<file path="config.mk">
export PLATFORM = sky130hd
export DESIGN_NAME = smc_top
export DESIGN_NICKNAME = d
export VERILOG_FILES = /design/src/core/smc_pkg.sv /design/src/core/smc_top.sv
export VERILOG_INCLUDE_DIRS = /design/src /design/src/core
export SDC_FILE = /design/constraint.sdc
export NUM_CORES = 1
export LEC_CHECK = 0
export ABC_AREA = 1
export BUFFER_PORTS_ARGS = -buffer_cell sky130_fd_sc_hd__buf_4
export CORE_MARGIN = 3
export CORE_UTILIZATION = 41
export DETAILED_ROUTE_END_ITERATION = 10
export GPL_ROUTABILITY_DRIVEN = 1
export PLACE_DENSITY = 0.79
export SLEW_MARGIN = 20
export SYNTH_ARGS = -nofsm -noshare
export SYNTH_HDL_FRONTEND = slang
export SYNTH_SLANG_ARGS = --single-unit
export TNS_END_PERCENT = 10
</file>
<file path="constraint.sdc">
create_clock -name ref_clk -period 1.2 [get_ports ref_clk]
set_input_delay 0.24 -clock ref_clk [delete_from_list [all_inputs] [get_ports ref_clk]]
set_output_delay 0.24 -clock ref_clk [all_outputs]
set_load 0.05 [all_outputs]
</file>
<file path="src/core/smc_consts.svh">
// Constants of the sleep mode controller
`ifndef SMC_CONSTS_SVH
`define SMC_CONSTS_SVH
// ----------------------------------------
// Register indices and byte addresses
// ----------------------------------------
`define SMC_IDX_SLEEP_CTRL 8'h87
`define SMC_ADDR_SLEEP_CTRL 12'h21C
`define SMC_ADDR_WDOG_CTRL 12'h220
`define SMC_ADDR_WAKE_EN 12'h224
`define SMC_ADDR_STATUS 12'h228
// ----------------------------------------
// Field positions
// ----------------------------------------
`define SMC_BIT_HALT 0
`define SMC_BIT_DEEP 1
`define SMC_BIT_KEEPALIVE 4
`define SMC_BIT_EXT0_EN 0
`define SMC_BIT_EXT1_EN 1
`define SMC_BIT_WKT_EN 2
`define SMC_BIT_BOD_EN 3
`define SMC_BIT_GLOBAL 7
// ----------------------------------------
// Reset values and masks
// ----------------------------------------
`define SMC_RST_SLEEP_CTRL 8'h00
`define SMC_RST_WDOG_CTRL 8'h00
`define SMC_RST_WAKE_EN 8'h00
`define SMC_MASK_SLEEP_CTRL 8'h9F
`define SMC_MASK_WDOG_CTRL 8'h10
`define SMC_MASK_WAKE_EN 8'h8F
`endif

</file>
<file path="src/core/smc_pkg.sv">
// Types of the sleep mode controller
package smc_pkg;
   // ----------------------------------------
   // Power state
   // ----------------------------------------
   typedef enum logic [2:0] {
      SMC_RUN = 3'b001,
      SMC_LIGHT = 3'b010,
      SMC_DEEP = 3'b100
   } smc_state_t;

   // ----------------------------------------
   // Whole module state
   // ----------------------------------------
   typedef struct packed {
      smc_state_t state;
      logic [7:0] sleep_ctrl;
      logic [7:0] wdog_ctrl;
      logic [7:0] wake_en;
      logic entry_pending;
      logic [31:0] prdata;
      logic pready;
      logic pslverr;
      logic cpu_clk_en;
      logic periph_clk_en;
      logic osc_run;
      logic flash_en;
      logic fetch_hold;
      logic port_hold;
      logic wdog_run;
      logic wdog_clear;
      logic irq_wake;
      logic core_restart;
   } smc_regs_t;
endpackage : smc_pkg

</file>
<file path="src/core/smc_top.sv">
// Sleep mode controller with APB register access
// Notes on behaviour
// Halt request bit gates CPU clock, freezes PC, peripheral clocks keep running.
// Deep request bit stops CPU and peripheral clocks and suspends PC.
// Both bits written together give deep sleep only, no halt afterwards.
// Interrupt wake clears the sleep request bit by hardware.
// Core services waking interrupt, then resumes after the sleep instruction.
// Sleep is entered only after the requesting instruction retires.
// Halt state keeps all CPU registers and fetches no code.
// Halt state holds port pins at their levels on entry.
// Any enabled interrupt ends halt state.
// Any reset except software reset ends halt state.
// Watchdog counts in halt only with keepalive bit set; software sets it.
// Watchdog counter cleared on entry to and wake from either sleep.
// Deep sleep stops the system oscillator and the flash.
// Deep sleep keeps RAM and ports driving their latched values.
// Every non-software reset ends deep sleep, brown-out reset included.
// Pin or power-on reset ends deep sleep with a full core restart.
// Enabled external interrupt pin with global gate restarts the clock.
// Wake timer and brown-out interrupts also wake from deep sleep.
// Any reset leaves both sleep request bits cleared.
`include "smc_consts.svh"

module smc_top
   import smc_pkg::*;
(
   // Clock and reset
   input wire logic ref_clk,
   input wire logic nrst,
   // APB slave
   input wire logic psel,
   input wire logic penable,
   input wire logic pwrite,
   input wire logic [11:0] paddr,
   input wire logic [31:0] pwdata,
   output logic [31:0] prdata,
   output logic pready,
   output logic pslverr,
   // Core side
   input wire logic instr_retire,
   input wire logic irq_pending,
   input wire logic reset_event,
   input wire logic soft_reset,
   // Wake sources
   input wire logic [1:0] ext_int,
   input wire logic wake_timer_irq,
   input wire logic brownout_irq,
   // Clock and power controls
   output logic cpu_clk_en,
   output logic periph_clk_en,
   output logic osc_run,
   output logic flash_en,
   output logic fetch_hold,
   output logic port_hold,
   // Watchdog and interrupt side
   output logic wdog_run,
   output logic wdog_clear,
   output logic irq_wake,
   output logic core_restart,
   output logic [2:0] power_state
);

   // ----------------------------------------
   // State
   // ----------------------------------------
   smc_regs_t s_q;
   smc_regs_t s_d;
   logic wr_en;
   logic rd_setup;
   logic hit;
   logic deep_wake;
   logic any_reset;

   // ----------------------------------------
   // Bus decode
   // ----------------------------------------
   assign wr_en = psel & penable & pwrite & s_q.pready;
   assign rd_setup = psel & ~penable;
   assign hit = (paddr == `SMC_ADDR_SLEEP_CTRL) || (paddr == `SMC_ADDR_WDOG_CTRL) ||
                (paddr == `SMC_ADDR_WAKE_EN) || (paddr == `SMC_ADDR_STATUS);
   assign any_reset = reset_event | soft_reset;

   // Interrupt sources able to wake deep sleep
   assign deep_wake = s_q.wake_en[`SMC_BIT_GLOBAL] & (
                      (ext_int[0] & s_q.wake_en[`SMC_BIT_EXT0_EN]) |
                      (ext_int[1] & s_q.wake_en[`SMC_BIT_EXT1_EN]) |
                      (wake_timer_irq & s_q.wake_en[`SMC_BIT_WKT_EN]) |
                      (brownout_irq & s_q.wake_en[`SMC_BIT_BOD_EN]));

   // ----------------------------------------
   // Next state
   // ----------------------------------------
   always_comb begin
      s_d = s_q;
      s_d.wdog_clear = 1'b0;
      s_d.irq_wake = 1'b0;
      s_d.core_restart = 1'b0;

      // APB answer one cycle after setup
      s_d.pready = rd_setup;
      s_d.pslverr = rd_setup & ~hit;
      if (rd_setup) begin
         case (paddr)
            `SMC_ADDR_SLEEP_CTRL: s_d.prdata = {24'h000000, s_q.sleep_ctrl};
            `SMC_ADDR_WDOG_CTRL: s_d.prdata = {24'h000000, s_q.wdog_ctrl};
            `SMC_ADDR_WAKE_EN: s_d.prdata = {24'h000000, s_q.wake_en};
            `SMC_ADDR_STATUS: s_d.prdata = {28'h0000000, s_q.entry_pending, s_q.state};
            default: s_d.prdata = 32'h00000000;
         endcase
      end

      // Register writes
      if (wr_en) begin
         case (paddr)
            `SMC_ADDR_SLEEP_CTRL: begin
               s_d.sleep_ctrl = pwdata[7:0] & `SMC_MASK_SLEEP_CTRL;
               if (pwdata[`SMC_BIT_HALT] | pwdata[`SMC_BIT_DEEP]) begin
                  s_d.entry_pending = 1'b1;
               end
            end
            `SMC_ADDR_WDOG_CTRL: s_d.wdog_ctrl = pwdata[7:0] & `SMC_MASK_WDOG_CTRL;
            `SMC_ADDR_WAKE_EN: s_d.wake_en = pwdata[7:0] & `SMC_MASK_WAKE_EN;
            default: begin
            end
         endcase
      end

      // Power state sequencing
      case (s_q.state)
         SMC_RUN: begin
            if (s_q.entry_pending & instr_retire) begin
               s_d.entry_pending = 1'b0;
               s_d.wdog_clear = 1'b1;
               if (s_q.sleep_ctrl[`SMC_BIT_DEEP]) begin
                  s_d.state = SMC_DEEP;
               end else if (s_q.sleep_ctrl[`SMC_BIT_HALT]) begin
                  s_d.state = SMC_LIGHT;
               end
            end
         end
         SMC_LIGHT: begin
            if (reset_event) begin
               s_d.state = SMC_RUN;
               s_d.wdog_clear = 1'b1;
            end else if (irq_pending) begin
               s_d.state = SMC_RUN;
               s_d.sleep_ctrl[`SMC_BIT_HALT] = 1'b0;
               s_d.wdog_clear = 1'b1;
               s_d.irq_wake = 1'b1;
            end
         end
         SMC_DEEP: begin
            if (reset_event) begin
               s_d.state = SMC_RUN;
               s_d.wdog_clear = 1'b1;
               s_d.core_restart = 1'b1;
            end else if (deep_wake) begin
               s_d.state = SMC_RUN;
               s_d.sleep_ctrl[`SMC_BIT_DEEP] = 1'b0;
               s_d.sleep_ctrl[`SMC_BIT_HALT] = 1'b0;
               s_d.wdog_clear = 1'b1;
               s_d.irq_wake = 1'b1;
            end
         end
         default: s_d.state = SMC_RUN;
      endcase

      // Resets other than power-on clear the requests
      if (any_reset) begin
         s_d.sleep_ctrl[`SMC_BIT_HALT] = 1'b0;
         s_d.sleep_ctrl[`SMC_BIT_DEEP] = 1'b0;
         s_d.entry_pending = 1'b0;
      end
      if (soft_reset & (s_q.state == SMC_RUN)) begin
         s_d.state = SMC_RUN;
      end

      // Clock and hold controls from the next state
      case (s_d.state)
         SMC_LIGHT: begin
            s_d.cpu_clk_en = 1'b0;
            s_d.periph_clk_en = 1'b1;
            s_d.osc_run = 1'b1;
            s_d.flash_en = 1'b1;
            s_d.fetch_hold = 1'b1;
            s_d.port_hold = 1'b1;
            s_d.wdog_run = s_d.wdog_ctrl[`SMC_BIT_KEEPALIVE];
         end
         SMC_DEEP: begin
            s_d.cpu_clk_en = 1'b0;
            s_d.periph_clk_en = 1'b0;
            s_d.osc_run = 1'b0;
            s_d.flash_en = 1'b0;
            s_d.fetch_hold = 1'b1;
            s_d.port_hold = 1'b1;
            s_d.wdog_run = 1'b0;
         end
         default: begin
            s_d.cpu_clk_en = 1'b1;
            s_d.periph_clk_en = 1'b1;
            s_d.osc_run = 1'b1;
            s_d.flash_en = 1'b1;
            s_d.fetch_hold = 1'b0;
            s_d.port_hold = 1'b0;
            s_d.wdog_run = 1'b1;
         end
      endcase
   end

   // ----------------------------------------
   // Registers
   // ----------------------------------------
   always_ff @(posedge ref_clk or negedge nrst) begin
      if (!nrst) begin
         s_q <= '{state: SMC_RUN, sleep_ctrl: `SMC_RST_SLEEP_CTRL,
                  wdog_ctrl: `SMC_RST_WDOG_CTRL, wake_en: `SMC_RST_WAKE_EN,
                  entry_pending: 1'b0, prdata: 32'h00000000, pready: 1'b0,
                  pslverr: 1'b0, cpu_clk_en: 1'b1, periph_clk_en: 1'b1,
                  osc_run: 1'b1, flash_en: 1'b1, fetch_hold: 1'b0,
                  port_hold: 1'b0, wdog_run: 1'b1, wdog_clear: 1'b0,
                  irq_wake: 1'b0, core_restart: 1'b0};
      end else begin
         s_q <= s_d;
      end
   end

   // ----------------------------------------
   // Outputs
   // ----------------------------------------
   assign prdata = s_q.prdata;
   assign pready = s_q.pready;
   assign pslverr = s_q.pslverr;
   assign cpu_clk_en = s_q.cpu_clk_en;
   assign periph_clk_en = s_q.periph_clk_en;
   assign osc_run = s_q.osc_run;
   assign flash_en = s_q.flash_en;
   assign fetch_hold = s_q.fetch_hold;
   assign port_hold = s_q.port_hold;
   assign wdog_run = s_q.wdog_run;
   assign wdog_clear = s_q.wdog_clear;
   assign irq_wake = s_q.irq_wake;
   assign core_restart = s_q.core_restart;
   assign power_state = s_q.state;

endmodule : smc_top

</file>
==> out/qor.txt <==
period utilization = 1.15
met3 Resource Use GR = 0.0317
first-pass GRT wire length = 6730 um
Hold Crit Class = input pin to flip-flop
pre-CTS setup slack = -179 ps
H-tree Lvls = 2
number of clock sinks = 31
placed cell count = 368
worst hold slack = 226 ps
number of buffers created by CTS = 5
crit path max fanout = 5
via count of the first global-routing pass = 1547
end of the worst register-to-register path = wdog_run$_DFF_PN1_
sink of the worst hold path = s_q[68]$_DFFE_PN0P_
worst reg2reg startpoint = power_state[0]$_DFF_PN1_
standard-cell row count = 24
post-detailed-routing wire length = 4410 um
remaining antenna violation count = 0
TritonCTS clock tree = built
gr busiest metal = met2
count of endpoints failing hold in the final timing report = 0
largest voltage drop on the vdd net = 0.883 mV
clock tree skew after final layout = 3.21 ps
die outline height = 75.6 um
met1 Usage GRT = 0.198
Port Buffer Count = 51
reg2reg path depth = 6
Avg Cell Area, Syn = 7.66 sq um
CTS root buf = sky130_fd_sc_hd__clkbuf_8
utilization after layout = 0.576
number of standard cells in the final layout excluding fillers = 377
violations in the final reports = negative setup slack
floorplan die width = 75.6 um
Syn Inst Count = 259
leakage dissipation = 1.39 nW
data arrival time of the critical path = 1570 ps
maximum clock rate = 727 MHz
Nets = 381
violation count after the first detailed-route iteration = 68
fraction of final layout cells sized beyond drive strength 1 = 0.357
number of different library cells in the post-synthesis netlist = 26
Post-synth EDFFs = 0
maximum capacitance violations = 0
Critical path buffers and inverters = 1
clock tree buffer depth = 2
Synth async-reset ratio = 1.00
leading post-synthesis cells by instance count = sky130_fd_sc_hd__nand2_1 (62), sky130_fd_sc_hd__buf_4 (39), sky130_fd_sc_hd__nand3_1 (32)
dominant cell by count in the synthesized netlist = sky130_fd_sc_hd__nand2_1
maximum number of pins on one net before global-route repair = 32
placed cell area = 2400 sq um
CP max stage cell = sky130_fd_sc_hd__dfstp_2
top flip-flop cell by instance count after synthesis = sky130_fd_sc_hd__dfrtp_1
number of buffers added for setup after CTS = 0
antenna diode count = 0
vias post-DR = 1731
hold path depth = 3
number of warnings reported in the yosys synthesis log = 0
die outline area = 5710 sq um
number of antenna violations at the first check in global routing = 0
post-route worst setup slack = -175 ps
setup slack on the worst flop-to-flop path = -180 ps
min cycle time layout = 1380 ps
result of the run = finished, violations left
share of synthesized area occupied by flip-flops and latches = 0.393
Layout Cell Area excl Fill = 2590 sq um
overall track demand over capacity in global routing = 0.154
max incr delay on CP = 570 ps
library cell with the largest summed area after synthesis = sky130_fd_sc_hd__dfrtp_1
cell family with most CP delay = flip-flops
average routed wire per standard cell = 11.7 um
data required time of the critical path = 1390 ps
number of max-slew violations in the final report = 0
I/O pins = 104
combined area of the multi-input logic cells = 907 sq um
Floorplan Core Area = 4500 sq um
Hold Path Origin = pwdata[7]
setup repair after global routing missed its margin = yes
post-synth design cell area = 1980 sq um
Via density = 4.59
clock slew at reported path FFs = 60 ps
clock latency on the worst-skew pair = 270 ps
cell breakdown of the critical path = inv_4 -> nor3_4 -> or2_1 -> nand2_2 -> nor2_4 -> o21ai_1
GRT met2 Usage = 0.260
final-layout fill cell count = 417
main area contributors after synthesis = sky130_fd_sc_hd__dfrtp_1 (34%), sky130_fd_sc_hd__buf_4 (15%), sky130_fd_sc_hd__nand2_1 (12%)
kind of end point of the critical path = flip-flop
initial core utilization = 0.441
final count of negative-setup-slack endpoints = 14
hpwl dp = 3440 um
total grt overflow = 0
synthesis-to-layout area growth = 30.7%
placer congestion estimate = 0.796
DRC violation count after routing = 0
total area of sequential cells = 785 sq um
power density of the placed cells = 1540 nW/um^2
number of search-and-repair iterations in the first detailed-routing pass = 4
category of the worst setup path launch point = flip-flop
register bit total from synthesis = 31
top-area cell type share of the netlist area = 0.340
Setup Crit Path Kind = flip-flop to flip-flop
-- timing repair --
action                                 in CTS  in global routing
hold buffers                                1                  0
setup endpoints to repair                  19                 19
pin swaps                                   1                  1
resized for setup                          16                  7
endpoints found under the hold margin      27                  0
-- layer usage --
metal  routed length [um]  vias up
met1                 2000      775
li1                     -      889
met2                 2130       61
met5                    0        -
met4                   40        0
met3                  241        6
-- worst register-to-register path: stages, from the launching register on --
cell and delay (ps):
sky130_fd_sc_hd__dfstp_2 570, sky130_fd_sc_hd__inv_4 70, sky130_fd_sc_hd__nor3_4 190, sky130_fd_sc_hd__or2_1 150, sky130_fd_sc_hd__nand2_2 60, sky130_fd_sc_hd__nor2_4 160, sky130_fd_sc_hd__o21ai_1 100
-- cell families (layout without fill, tap and decap cells) --
family / count (synthesis) / count (layout) / synth area share
simple gates: 135 / 135 / 0.337
buf+inv: 75 / 116 / 0.219
flops: 31 / 31 / 0.393
compound gates: 17 / 17 / 0.0485
other cells: 1 / 26 / 0.00189
-- area by class of cell --
| type | count | share of cell area |
|---|---|---|
| multi-input cells | 178 | 0.350 |
| flip-flops and latches | 31 | 0.302 |
| repair buffers | 73 | 0.233 |
| inverters | 35 | 0.0516 |
| clock buffers | 8 | 0.0386 |
| well taps | 52 | 0.0251 |
-- through the flow --
stage | setup TNS, ps | total power [W]
after CTS | -1260 | 0.00399
after global routing | -2210 | 0.00417
after global placement | -2400 | 0.00292
after floorplan | -563 | 0.00261
after detailed placement | -2900 | 0.00295
final | -1300 | 0.00400
-- worst max path at each step --
stage / from / to / slack (ps) / cells after the start
after floorplan: power_state[0]$_DFF_PN1_ / power_state[2]$_DFF_PN0_ / -90 / 8
after global placement: paddr[11] / s_q[62]$_DFF_PN0_ / -150 / 7
after detailed placement: paddr[11] / s_q[62]$_DFF_PN0_ / -180 / 7
after CTS: power_state[0]$_DFF_PN1_ / wdog_run$_DFF_PN1_ / -160 / 6
after global routing: power_state[0]$_DFF_PN1_ / wdog_run$_DFF_PN1_ / -240 / 6
final: power_state[0]$_DFF_PN1_ / wdog_run$_DFF_PN1_ / -180 / 6
-- sequential cells by signal, indices dropped and copies added (netlist names) --
name	flops
pready	1
prdata	6
flash_en	1
pslverr	1
wdog_clear	1
power_state	3
s_q	13
wdog_run	1
core_restart	1
cpu_clk_en	1
irq_wake	1
fetch_hold	1
-- where the power goes --
part | switching [W] | internal [W] | total [W]
clock | 0.000358 | 0.000523 | 0.000881
combinational | 0.00119 | 0.000610 | 0.00180
sequential | 0.000120 | 0.00120 | 0.00132
total | 0.00167 | 0.00233 | 0.00400
-- cell usage in the layout, fill, tap and decap left out --
cell	Yosys	routed
sky130_fd_sc_hd__a21oi_1	2	2
sky130_fd_sc_hd__buf_4	39	62
sky130_fd_sc_hd__buf_6	1	6
sky130_fd_sc_hd__buf_8	0	4
sky130_fd_sc_hd__clkbuf_1	0	1
sky130_fd_sc_hd__clkbuf_8	0	7
sky130_fd_sc_hd__conb_1	1	26
sky130_fd_sc_hd__dfrtp_1	27	24
sky130_fd_sc_hd__dfrtp_2	0	3
sky130_fd_sc_hd__dfstp_2	4	4
sky130_fd_sc_hd__dlygate4sd3_1	0	1
sky130_fd_sc_hd__inv_1	31	30
sky130_fd_sc_hd__inv_2	4	4
sky130_fd_sc_hd__inv_4	0	1
sky130_fd_sc_hd__nand2_1	62	60
sky130_fd_sc_hd__nand2_2	3	5
sky130_fd_sc_hd__nand2_4	1	1
sky130_fd_sc_hd__nand3_1	32	31
sky130_fd_sc_hd__nand3_2	5	4
sky130_fd_sc_hd__nand3_4	1	3
sky130_fd_sc_hd__nand4_1	6	6
sky130_fd_sc_hd__nor2_1	14	14
sky130_fd_sc_hd__nor2_2	4	3
sky130_fd_sc_hd__nor2_4	3	4
sky130_fd_sc_hd__nor3_1	1	1
sky130_fd_sc_hd__nor3_4	0	1
sky130_fd_sc_hd__nor3b_2	0	1
sky130_fd_sc_hd__o2111ai_1	1	1
sky130_fd_sc_hd__o21ai_0	7	6
sky130_fd_sc_hd__o21ai_1	5	5
sky130_fd_sc_hd__o21ai_2	2	3
sky130_fd_sc_hd__or2_1	1	1
No activity file was read; power rests on OpenSTA's default activity.
